--- src/pin_remap_consts.svh ---
`ifndef PIN_REMAP_CONSTS_SVH
`define PIN_REMAP_CONSTS_SVH
// ****************************************
// Register map
// ****************************************
`define SEL_REG_COUNT 10
`define SEL_BASE_ADDR 8'h00
`define SEL_ADDR_LAST 8'h24
`define FIRST_PIN 40
`define PIN_COUNT 20
// ****************************************
// Field layout
// ****************************************
`define ODD_FIELD_LSB 8
`define EVEN_FIELD_LSB 0
`define FIELD_W 6
`define SEL_RESET 6'h00
`define FUNC_COUNT 64
`define FUNC_NONE 6'h00
`define WRITE_MASK 16'h3F3F
`endif

--- src/pin_remap_pkg.sv ---
package pin_remap_pkg;
    typedef logic [5:0] func_sel_t;
    typedef struct packed {
        logic [7:0] addr;
        logic [31:0] data;
        logic [3:0] strb;
    } wr_req_t;
    typedef enum logic [1:0] {
        BUS_IDLE = 2'b00,
        BUS_WRESP = 2'b01,
        BUS_RDATA = 2'b10
    } bus_state_t;
endpackage

--- src/pin_select_reg.sv ---
`timescale 1ns/1ns
`include "pin_remap_consts.svh"
module pin_select_reg
    import pin_remap_pkg::*;
(
    // Clock and reset
    input wire logic clk_sys,
    input wire logic rst,
    // Write port
    input wire logic wr_en,
    input wire logic [15:0] wr_data,
    input wire logic [1:0] wr_strb,
    // Fields
    output func_sel_t even_sel,
    output func_sel_t odd_sel
);
    func_sel_t next_even_sel;
    func_sel_t next_odd_sel;

    always_comb begin
        next_even_sel = even_sel;
        next_odd_sel = odd_sel;
        if (wr_en && wr_strb[0]) begin
            next_even_sel = wr_data[`EVEN_FIELD_LSB +: `FIELD_W];
        end
        if (wr_en && wr_strb[1]) begin
            next_odd_sel = wr_data[`ODD_FIELD_LSB +: `FIELD_W];
        end
    end

    always_ff @(posedge clk_sys or posedge rst) begin
        if (rst) begin
            even_sel <= `SEL_RESET;
            odd_sel <= `SEL_RESET;
        end else begin
            even_sel <= next_even_sel;
            odd_sel <= next_odd_sel;
        end
    end
endmodule

--- src/pin_output_mux.sv ---
`timescale 1ns/1ns
`include "pin_remap_consts.svh"
module pin_output_mux
    import pin_remap_pkg::*;
(
    // Selection
    input wire func_sel_t sel,
    // Sources
    input wire logic [63:0] func_out,
    input wire logic port_out,
    // Pad
    output logic pad_out,
    output logic remapped
);
    always_comb begin
        remapped = (sel != `FUNC_NONE) && func_valid(sel);
        pad_out = remapped ? func_out[sel] : port_out;
    end

    function automatic logic func_valid(input func_sel_t s);
        return int'(s) < `FUNC_COUNT;
    endfunction
endmodule

--- src/output_pin_remap_select.sv ---
// Added by the designer: the placing of the registers and the AXI4-Lite interface to the registers.
`timescale 1ns/1ns
`include "pin_remap_consts.svh"
module output_pin_remap_select
    import pin_remap_pkg::*;
(
    // Clock and reset
    input wire logic clk_sys,
    input wire logic rst,
    // AXI4-Lite write address
    input wire logic awvalid,
    output logic awready,
    input wire logic [7:0] awaddr,
    // AXI4-Lite write data
    input wire logic wvalid,
    output logic wready,
    input wire logic [31:0] wdata,
    input wire logic [3:0] wstrb,
    // AXI4-Lite write response
    output logic bvalid,
    input wire logic bready,
    output logic [1:0] bresp,
    // AXI4-Lite read address
    input wire logic arvalid,
    output logic arready,
    input wire logic [7:0] araddr,
    // AXI4-Lite read data
    output logic rvalid,
    input wire logic rready,
    output logic [31:0] rdata,
    output logic [1:0] rresp,
    // Peripheral functions and port latches
    input wire logic [63:0] func_out,
    input wire logic [19:0] port_out,
    // Pads
    output logic [19:0] pad_out,
    output logic [19:0] pad_remapped
);
    // ****************************************
    // Write channel
    // ****************************************
    logic aw_held;
    logic w_held;
    wr_req_t wreq;
    logic next_aw_held;
    logic next_w_held;
    wr_req_t next_wreq;
    logic next_bvalid;
    logic [1:0] next_bresp;
    logic do_write;
    logic [3:0] wr_idx;
    func_sel_t even_sel [`SEL_REG_COUNT];
    func_sel_t odd_sel [`SEL_REG_COUNT];

    function automatic logic addr_ok(input logic [7:0] a);
        return (a[1:0] == 2'b00) && (a <= `SEL_ADDR_LAST);
    endfunction

    assign awready = !aw_held && !bvalid;
    assign wready = !w_held && !bvalid;

    always_comb begin
        next_aw_held = aw_held;
        next_w_held = w_held;
        next_wreq = wreq;
        next_bvalid = bvalid;
        next_bresp = bresp;
        if (awvalid && awready) begin
            next_aw_held = 1'b1;
            next_wreq.addr = awaddr;
        end
        if (wvalid && wready) begin
            next_w_held = 1'b1;
            next_wreq.data = wdata;
            next_wreq.strb = wstrb;
        end
        if (bvalid && bready) begin
            next_bvalid = 1'b0;
        end
        do_write = aw_held && w_held;
        if (do_write) begin
            next_aw_held = 1'b0;
            next_w_held = 1'b0;
            next_bvalid = 1'b1;
            next_bresp = addr_ok(wreq.addr) ? 2'b00 : 2'b10;
        end
        wr_idx = wreq.addr[5:2];
    end

    always_ff @(posedge clk_sys or posedge rst) begin
        if (rst) begin
            aw_held <= 1'b0;
            w_held <= 1'b0;
            wreq <= '0;
            bvalid <= 1'b0;
            bresp <= 2'b00;
        end else begin
            aw_held <= next_aw_held;
            w_held <= next_w_held;
            wreq <= next_wreq;
            bvalid <= next_bvalid;
            bresp <= next_bresp;
        end
    end

    // ****************************************
    // Selection registers and pad muxes
    // ****************************************
    genvar g;
    generate
        for (g = 0; g < `SEL_REG_COUNT; g++) begin : g_reg
            pin_select_reg u_reg (
                .clk_sys(clk_sys),
                .rst(rst),
                .wr_en(do_write && addr_ok(wreq.addr) && (wr_idx == 4'(g))),
                .wr_data(wreq.data[15:0]),
                .wr_strb(wreq.strb[1:0]),
                .even_sel(even_sel[g]),
                .odd_sel(odd_sel[g])
            );
            pin_output_mux u_even (
                .sel(even_sel[g]),
                .func_out(func_out),
                .port_out(port_out[2*g]),
                .pad_out(pad_out[2*g]),
                .remapped(pad_remapped[2*g])
            );
            pin_output_mux u_odd (
                .sel(odd_sel[g]),
                .func_out(func_out),
                .port_out(port_out[2*g+1]),
                .pad_out(pad_out[2*g+1]),
                .remapped(pad_remapped[2*g+1])
            );
        end
    endgenerate

    // ****************************************
    // Read channel
    // ****************************************
    logic next_rvalid;
    logic [31:0] next_rdata;
    logic [1:0] next_rresp;
    logic [3:0] rd_idx;

    assign arready = !rvalid;

    always_comb begin
        next_rvalid = rvalid;
        next_rdata = rdata;
        next_rresp = rresp;
        rd_idx = araddr[5:2];
        if (rvalid && rready) begin
            next_rvalid = 1'b0;
        end
        if (arvalid && arready) begin
            next_rvalid = 1'b1;
            next_rdata = 32'h00000000;
            next_rresp = 2'b10;
            if (addr_ok(araddr)) begin
                next_rresp = 2'b00;
                next_rdata = {16'h0000, 2'b00, odd_sel[rd_idx], 2'b00, even_sel[rd_idx]};
            end
        end
    end

    always_ff @(posedge clk_sys or posedge rst) begin
        if (rst) begin
            rvalid <= 1'b0;
            rdata <= 32'h00000000;
            rresp <= 2'b00;
        end else begin
            rvalid <= next_rvalid;
            rdata <= next_rdata;
            rresp <= next_rresp;
        end
    end

    // ****************************************
    // Checks
    // ****************************************
    write_takes_a: assert property (@(posedge clk_sys) disable iff (rst)
        (do_write && addr_ok(wreq.addr) && wreq.strb[0] && wr_idx == 4'd0)
        |=> (even_sel[0] == $past(wreq.data[5:0])))
        else $error("even field not written");
    odd_takes_a: assert property (@(posedge clk_sys) disable iff (rst)
        (do_write && addr_ok(wreq.addr) && wreq.strb[1] && wr_idx == 4'd9)
        |=> (odd_sel[9] == $past(wreq.data[13:8])))
        else $error("odd field not written");
    read_zero_a: assert property (@(posedge clk_sys) disable iff (rst)
        rvalid |-> (rdata[15:14] == 2'b00))
        else $error("high unimplemented bits nonzero");
    read_mid_a: assert property (@(posedge clk_sys) disable iff (rst)
        rvalid |-> (rdata[7:6] == 2'b00))
        else $error("middle unimplemented bits nonzero");
    read_even_a: assert property (@(posedge clk_sys) disable iff (rst)
        (arvalid && arready && araddr == 8'h00) |=> (rdata[5:0] == $past(even_sel[0])))
        else $error("even field readback wrong");
    pad_route_a: assert property (@(posedge clk_sys) disable iff (rst)
        (even_sel[0] != 6'h00) |-> (pad_out[0] == func_out[even_sel[0]]))
        else $error("pad not driven by selected function");
    pad_port_a: assert property (@(posedge clk_sys) disable iff (rst)
        (odd_sel[0] == 6'h00) |-> (pad_out[1] == port_out[1] && !pad_remapped[1]))
        else $error("unselected pad not port pin");
    resp_after_a: assert property (@(posedge clk_sys) disable iff (rst)
        do_write |=> bvalid)
        else $error("write response missing");

    write_clear_a: assert property (@(posedge clk_sys) disable iff (rst)
        do_write |=> (!aw_held && !w_held))
        else $error("write request not released");
    aw_wait_a: assert property (@(posedge clk_sys) disable iff (rst)
        (aw_held && !w_held && !(wvalid && wready)) |=> aw_held)
        else $error("write address dropped early");
    w_wait_a: assert property (@(posedge clk_sys) disable iff (rst)
        (w_held && !aw_held && !(awvalid && awready)) |=> w_held)
        else $error("write data dropped early");
    bresp_ok_a: assert property (@(posedge clk_sys) disable iff (rst)
        (do_write && addr_ok(wreq.addr)) |=> (bresp == 2'b00))
        else $error("mapped write not answered okay");
    bad_write_a: assert property (@(posedge clk_sys) disable iff (rst)
        (do_write && !addr_ok(wreq.addr)) |=> (bresp == 2'b10))
        else $error("bad write address not refused");
    bresp_hold_a: assert property (@(posedge clk_sys) disable iff (rst)
        (bvalid && !bready) |=> (bvalid && $stable(bresp)))
        else $error("write response dropped early");
    resp_clear_a: assert property (@(posedge clk_sys) disable iff (rst)
        (bvalid && bready) |=> !bvalid)
        else $error("write response not cleared");

    read_answer_a: assert property (@(posedge clk_sys) disable iff (rst)
        (arvalid && arready) |=> rvalid)
        else $error("read answer missing");
    rresp_ok_a: assert property (@(posedge clk_sys) disable iff (rst)
        (arvalid && arready && addr_ok(araddr)) |=> (rresp == 2'b00))
        else $error("mapped read not answered okay");
    bad_read_a: assert property (@(posedge clk_sys) disable iff (rst)
        (arvalid && arready && !addr_ok(araddr))
        |=> (rresp == 2'b10 && rdata == 32'h00000000))
        else $error("bad read address not refused");
    rdata_hold_a: assert property (@(posedge clk_sys) disable iff (rst)
        (rvalid && !rready) |=> (rvalid && $stable(rdata) && $stable(rresp)))
        else $error("read data dropped early");
    rvalid_clear_a: assert property (@(posedge clk_sys) disable iff (rst)
        (rvalid && rready) |=> !rvalid)
        else $error("read data not cleared");
    read_upper_a: assert property (@(posedge clk_sys) disable iff (rst)
        rvalid |-> (rdata[31:16] == 16'h0000))
        else $error("upper read half nonzero");

    // ****************************************
    // Per-register checks
    // ****************************************
    generate
        for (g = 0; g < `SEL_REG_COUNT; g++) begin : g_chk
            // Each register and the two pads that it steers
            even_write_a: assert property (@(posedge clk_sys) disable iff (rst)
                (do_write && addr_ok(wreq.addr) && wreq.strb[0] && wr_idx == 4'(g))
                |=> (even_sel[g] == $past(wreq.data[5:0])))
                else $error("even field write lost");

            odd_write_a: assert property (@(posedge clk_sys) disable iff (rst)
                (do_write && addr_ok(wreq.addr) && wreq.strb[1] && wr_idx == 4'(g))
                |=> (odd_sel[g] == $past(wreq.data[13:8])))
                else $error("odd field write lost");

            even_keep_a: assert property (@(posedge clk_sys) disable iff (rst)
                !(do_write && addr_ok(wreq.addr) && wreq.strb[0] && wr_idx == 4'(g))
                |=> $stable(even_sel[g]))
                else $error("even field changed without a write");

            odd_keep_a: assert property (@(posedge clk_sys) disable iff (rst)
                !(do_write && addr_ok(wreq.addr) && wreq.strb[1] && wr_idx == 4'(g))
                |=> $stable(odd_sel[g]))
                else $error("odd field changed without a write");

            readback_a: assert property (@(posedge clk_sys) disable iff (rst)
                (arvalid && arready && araddr == {2'b00, 4'(g), 2'b00})
                |=> (rdata[13:0] == {$past(odd_sel[g]), 2'b00, $past(even_sel[g])}))
                else $error("field readback wrong");

            even_route_a: assert property (@(posedge clk_sys) disable iff (rst)
                (even_sel[g] != 6'h00)
                |-> (pad_out[2*g] == func_out[even_sel[g]] && pad_remapped[2*g]))
                else $error("even pad not driven by its function");

            odd_route_a: assert property (@(posedge clk_sys) disable iff (rst)
                (odd_sel[g] != 6'h00)
                |-> (pad_out[2*g+1] == func_out[odd_sel[g]] && pad_remapped[2*g+1]))
                else $error("odd pad not driven by its function");

            even_port_a: assert property (@(posedge clk_sys) disable iff (rst)
                (even_sel[g] == 6'h00)
                |-> (pad_out[2*g] == port_out[2*g] && !pad_remapped[2*g]))
                else $error("idle even pad not a port pin");

            odd_port_a: assert property (@(posedge clk_sys) disable iff (rst)
                (odd_sel[g] == 6'h00)
                |-> (pad_out[2*g+1] == port_out[2*g+1] && !pad_remapped[2*g+1]))
                else $error("idle odd pad not a port pin");

            reset_clear_a: assert property (@(posedge clk_sys)
                $fell(rst) |-> (even_sel[g] == 6'h00 && odd_sel[g] == 6'h00))
                else $error("field not cleared by reset");
        end
    endgenerate
endmodule

--- config.mk ---
export PLATFORM = sky130hd
export DESIGN_NAME = output_pin_remap_select
export DESIGN_NICKNAME = d
export VERILOG_FILES = /design/src/pin_remap_pkg.sv /design/src/pin_select_reg.sv /design/src/pin_output_mux.sv /design/src/output_pin_remap_select.sv
export VERILOG_INCLUDE_DIRS = /design/src
export SDC_FILE = /design/constraint.sdc
export NUM_CORES = 1
export LEC_CHECK = 0
export BUFFER_PORTS_ARGS = -buffer_cell sky130_fd_sc_hd__buf_2
export CORE_MARGIN = 2
export CORE_UTILIZATION = 40
export DETAILED_ROUTE_END_ITERATION = 10
export PLACE_DENSITY_LB_ADDON = 0.3
export REMOVE_ABC_BUFFERS = 1
export SLEW_MARGIN = 20
export SYNTH_ARGS = -nofsm -noshare
export SYNTH_HDL_FRONTEND = slang
export SYNTH_SLANG_ARGS = --single-unit
export TNS_END_PERCENT = 5
--- constraint.sdc ---
create_clock -name clk_sys -period 9.9 [get_ports clk_sys]
set_clock_uncertainty 0.2 [all_clocks]
set_input_delay 1.485 -clock clk_sys [delete_from_list [all_inputs] [get_ports clk_sys]]
set_output_delay 1.485 -clock clk_sys [all_outputs]
set_load 0.02 [all_outputs]
## Word-level counts from Yosys, hierarchy flattened

Cells that the tools add are included.
W data, S select, Z words.

- Order comparisons: 23
- Eq/ne operators: 9
- Muxes and demuxes: 77
- Bitwise operators: 1
- Reductions and logical operators: 72

Operator list:

| kind | number |
|---|---|
| $lt A6 B7 Y1 const B | 20 |
| $bmux W1 S6 | 20 |
| $reduce_bool A6 Y1 | 20 |
| $bmux W6 S4 | 2 |
| $mux W1 | 48 |
| $logic_and A1 B1 Y1 | 41 |
| $mux W6 | 4 |
| $eq A4 B3 Y1 const B | 4 |
| $le A8 B6 Y1 const B | 2 |
| $mux W14 | 1 |
| $eq A4 B2 Y1 const B | 2 |
| $eq A4 B4 Y1 const B | 2 |
| $reduce_bool A2 Y1 | 4 |
| $ge A5 B5 Y1 const B | 1 |
| $not A4 Y5 | 1 |
| $eq A4 B1 Y1 const B | 1 |
| $logic_not A1 Y1 | 4 |
| $logic_not A2 Y1 | 2 |
| $logic_not A4 Y1 | 1 |
| $mux W2 | 2 |

- Register bits after elaboration: 184
- Input port bits: 143
- Word-level logic and storage cells: 212

## Logic depth before layout (Yosys ltp)

- Word-level depth: 5
- Gate-level depth with buffers: 8
- Mapped depth without buffers: 5

## Cells and area by module

From an unflattened synthesis, not the netlist that was laid out.

- Cell total of the unflattened synthesis: 1,562
- Area total of the unflattened synthesis: 20,624.8 µm²

By module, submodules not included:

| module | instances | cells an instance | area an instance (µm²) | seq. area each (µm²) |
|---|---|---|---|---|
| pin_output_mux | 20 | 49 | 651.9 | 0.0 |
| pin_select_reg | 10 | 27 | 446.7 | 300.3 |
| output_pin_remap_select | 1 | 312 | 3,120.5 | 1,101.1 |

## Worst setup path after synthesis

Ideal clock, no wire load.

- Path kind: input to output
- Start: input port func_out[62]
- End: output port pad_out[7]
- Arrival: 3.259 ns
- Required time: 8.215 ns
- Path slack: 4.956 ns
- Stages on the path: 6
- Path buffers: 2
- Cell sequence: clkbuf_1 -> mux4_1 -> mux4_2 -> mux2_2 -> a221o_1 -> buf_4

- Word-level cells in the longest chain between the ends: 3

Ends and longest elaborated chain:

| element | RTL line | source |
|---|---|---|
| from (decl) | output_pin_remap_select.sv:33 | `input wire logic [63:0] func_out,` |
| $bmux W1 S6 | pin_output_mux.sv:17 | `pad_out = remapped ? func_out[sel] : port_out;` |
| $mux W1 (not written as such) | pin_output_mux.sv:17 |  |
| $mux W1 | pin_output_mux.sv:17 |  |
| to (decl) | output_pin_remap_select.sv:36 | `output logic [19:0] pad_out,` |

No other way between the ends. The select of a mux whose other input is x is not followed.

## Worst setup path after layout

- Start: input port func_out[31]
- End: output port pad_out[5]

Same word-level chain as after synthesis.

==> results.cfg <==
[worst_hold_path]
hold_depth = 1
worst_hold_path.endpoint = rdata[11]
hold_class = register to register
hp-start = rdata[11]

[clock_tree]
numCtsBuffers = 17
ctsHoldBuffers = 0
cts_tree = built
htreeDepth = 4
ctsRootBufferMaster = clkbuf_16
clk_pin_slew_ps = 70
cts.sinks = 160
clk_latency_ps = 470
cts_resized = 0
post-cts-setup-buffers = 0
clk_path_buf_depth = 2

[floorplan]
dieArea_um2 = 49300
io_pins = 224
dieHeight_um = 222
die_x_um = 222
row_count = 79
start_util = 0.407
core-area_um2 = 46800

[global_routing]
grt.overflow.total = 0
antenna_found_initial = 1
grt.total_usage = 0.298
grt_pass1_wl_mm = 107
grt_pass1_vias = 15446
grt_max_degree = 93

[critical_path]
worstPathRequired_ps = 8220
slowest_delay_ps = 560
regToRegSetupSlack_ps = 6910
setup.worst_path.start_class = input port
reg2reg_depth = 5
cp_top_family = multiplexers
regToRegStartpoint = wreq[43]
worstSetupPathType = input port to output pin
critPathBufInv = 2
cp_slowest_cell = mux4_2
cp_num_cells = 7
worst_setup_path_end_kind = output pin
cp_cell_sequence = buf_2 -> mux4_2 -> mux4_2 -> or3b_2 -> o2111ai_1 -> a21oi_1 -> buf_2
cp_max_fo = 20
cp.arrival_ps = 3730
rr_endpoint = g_reg[9].u_reg.even_sel[2]

[sta]
hold_viol_final = 0
finalSetupTns_ps = 0
tightestPinTransition_ps = 1320
relSlewSlack = 0.116
slew_viol_final = 0
period_needed_ps = 5420
setup-violations-final = 0
max_freq_ghz = 0.185
min_period_over_period = 0.547
rsz0062_at_grt = false

[logic_synthesis]
synth_edf_count = 0
synth_cell_types = 56
synth_top_area_cell = mux4_2
async_flop_share = 1.00
synthTopCellsByCount = mux4_2, clkbuf_1, mux2_2
syn_area_per_cell_um2 = 12.5
synth_area_leaders = mux4_2, dfrtp_1, mux2_2, mux2i_1, clkbuf_1
ys.flop_type = dfrtp_1
synth-warning-count = 0
ys_seq_area_frac = 0.211
ys_seq_elements = 160
netlist_instances = 1523
syn_area_um2 = 19000
synth.most_common_cell = mux4_2
netlist.area_leader.share = 0.417

[run_status]
status = finished clean

[placement]
io_buffer_count = 179
placed_area_um2 = 19200
gp_congestion = 0.888
hpwl_mm = 44.9

[route]
viasPerCell = 7.63
route.vias.total = 15539
drt_iter0_drc = 2273
wirelength_mm = 73.8
drc = 0
first_pass_iters = 6
postRouteAntennaNets = 0
post_drt_wl_per_cell_um = 36.2

[power]
p_leak_nw = 7.23
power.density_nw_per_um2 = 170
ir_drop_uv = 193

[layout]
fin_util = 0.425
design_area_um2 = 19900
syn_to_final_growth_pct = 4.46
fin_nets = 1558
drive_gt1_frac = 0.541

[flow_run]
cap_viol_max_count = 0
## worst reg2reg max path: stages (launching register included)
cell and delay, ps:
dfrtp_1 380, or4_1 550, nor2_1 290, nand4b_1 390, nor3b_2 680, mux2_2 410
## where the power goes
part	internal, W	switching [W]	leakage [nW]
combinational	0.000757	0.000773	4.79
sequential	0.000758	0.000401	2.15
clock	0.000378	0.000315	0.291
total	0.00189	0.00149	7.23
## per-layer routing
metal | vias up | wire, um | part of all wire | GRT usage
li1 | 5838 | - | - | -
met1 | 7892 | 25900 | 0.35 | 0.396
met2 | 1499 | 32200 | 0.44 | 0.433
met3 | 308 | 11700 | 0.16 | 0.120
met4 | 2 | 3870 | 0.052 | 0.123
met5 | - | 37 | 0.00050 | 0.00587
## registers in the layout, summed over array words and instances (netlist names)
| name | flops |
|---|---|
| aw_held | 1 |
| bresp | 1 |
| bvalid | 1 |
| g.u_reg.even_sel | 60 |
| g.u_reg.odd_sel | 60 |
| rdata | 12 |
| rresp | 1 |
| rvalid | 1 |
| w_held | 1 |
| wr_idx | 4 |
| wreq | 18 |
## cells in the final DEF, fill, tap and decap left out, types with 4 or more instances in the layout
master | synthesis | layout
a211oi_1 | 12 | 12
clkbuf_16 | 0 | 17
a22oi_1 | 28 | 28
nand2_1 | 48 | 48
and2_1 | 11 | 11
inv_6 | 0 | 6
o311a_1 | 4 | 4
or4_1 | 9 | 9
o22ai_1 | 4 | 4
o2bb2ai_1 | 4 | 4
a21oi_1 | 26 | 26
inv_1 | 22 | 21
a221o_1 | 4 | 4
nor2_1 | 45 | 44
nor2b_1 | 21 | 21
o2111ai_1 | 4 | 4
conb_1 | 1 | 22
mux2i_1 | 82 | 82
a311oi_1 | 4 | 4
dfrtp_1 | 160 | 151
buf_4 | 63 | 6
nand3_1 | 13 | 13
mux4_2 | 352 | 352
nand3b_1 | 8 | 8
buf_2 | 41 | 179
mux2_2 | 176 | 176
nor4_1 | 15 | 15
o21ai_0 | 19 | 19
a22o_1 | 15 | 15
a221oi_1 | 8 | 8
dfrtp_2 | 0 | 9
nand2b_1 | 7 | 7
nor3b_1 | 7 | 7
o221ai_1 | 6 | 6
o211ai_1 | 4 | 4
nor3_1 | 18 | 18
mux4_1 | 10 | 10
a31o_2 | 12 | 12
## how the worst max path moves through the flow
stage                 start          to
3_3_place_gp   func_out[31]  pad_out[5]
4_1_cts        func_out[30]  pad_out[5]
5_1_grt        func_out[30]  pad_out[5]
6_report       func_out[31]  pad_out[5]
3_5_place_dp   func_out[30]  pad_out[5]
2_1_floorplan           rst     aw_held
## final cells by class
class / instances / area, um^2
Fill cell: 4319 / 26900
Sequential cell: 160 / 4020
Clock inverter: 15 / 168
Inverter: 23 / 91.3
Tap cell: 607 / 759
Multi-Input combinational cell: 1027 / 13500
Clock buffer: 17 / 425
Timing Repair Buffer: 186 / 956
Antenna cell: 1 / 2.50
## cell families after synthesis
kind of cell,after synthesis,share of synthesized area
AO/OA/AOI/OAI,168,0.0647
buffers and inverters,357,0.0866
flip-flops,160,0.211
multiplexers,620,0.578
other,1,0.000197
AND/OR/NAND/NOR,217,0.0600
## metrics by stage
stage	instances	total power, W	setup WS (ps)	hold WS (ps)
6_report	2036	0.00338	4480	305
3_3_place_gp	2002	0.00264	4570	286
4_1_cts	2034	0.00337	4530	309
3_5_place_dp	2002	0.00267	4530	294
2_1_floorplan	1210	0.00203	3900	272
5_1_grt	2035	0.00353	4460	325
No activity file was read; power rests on OpenSTA's default activity.
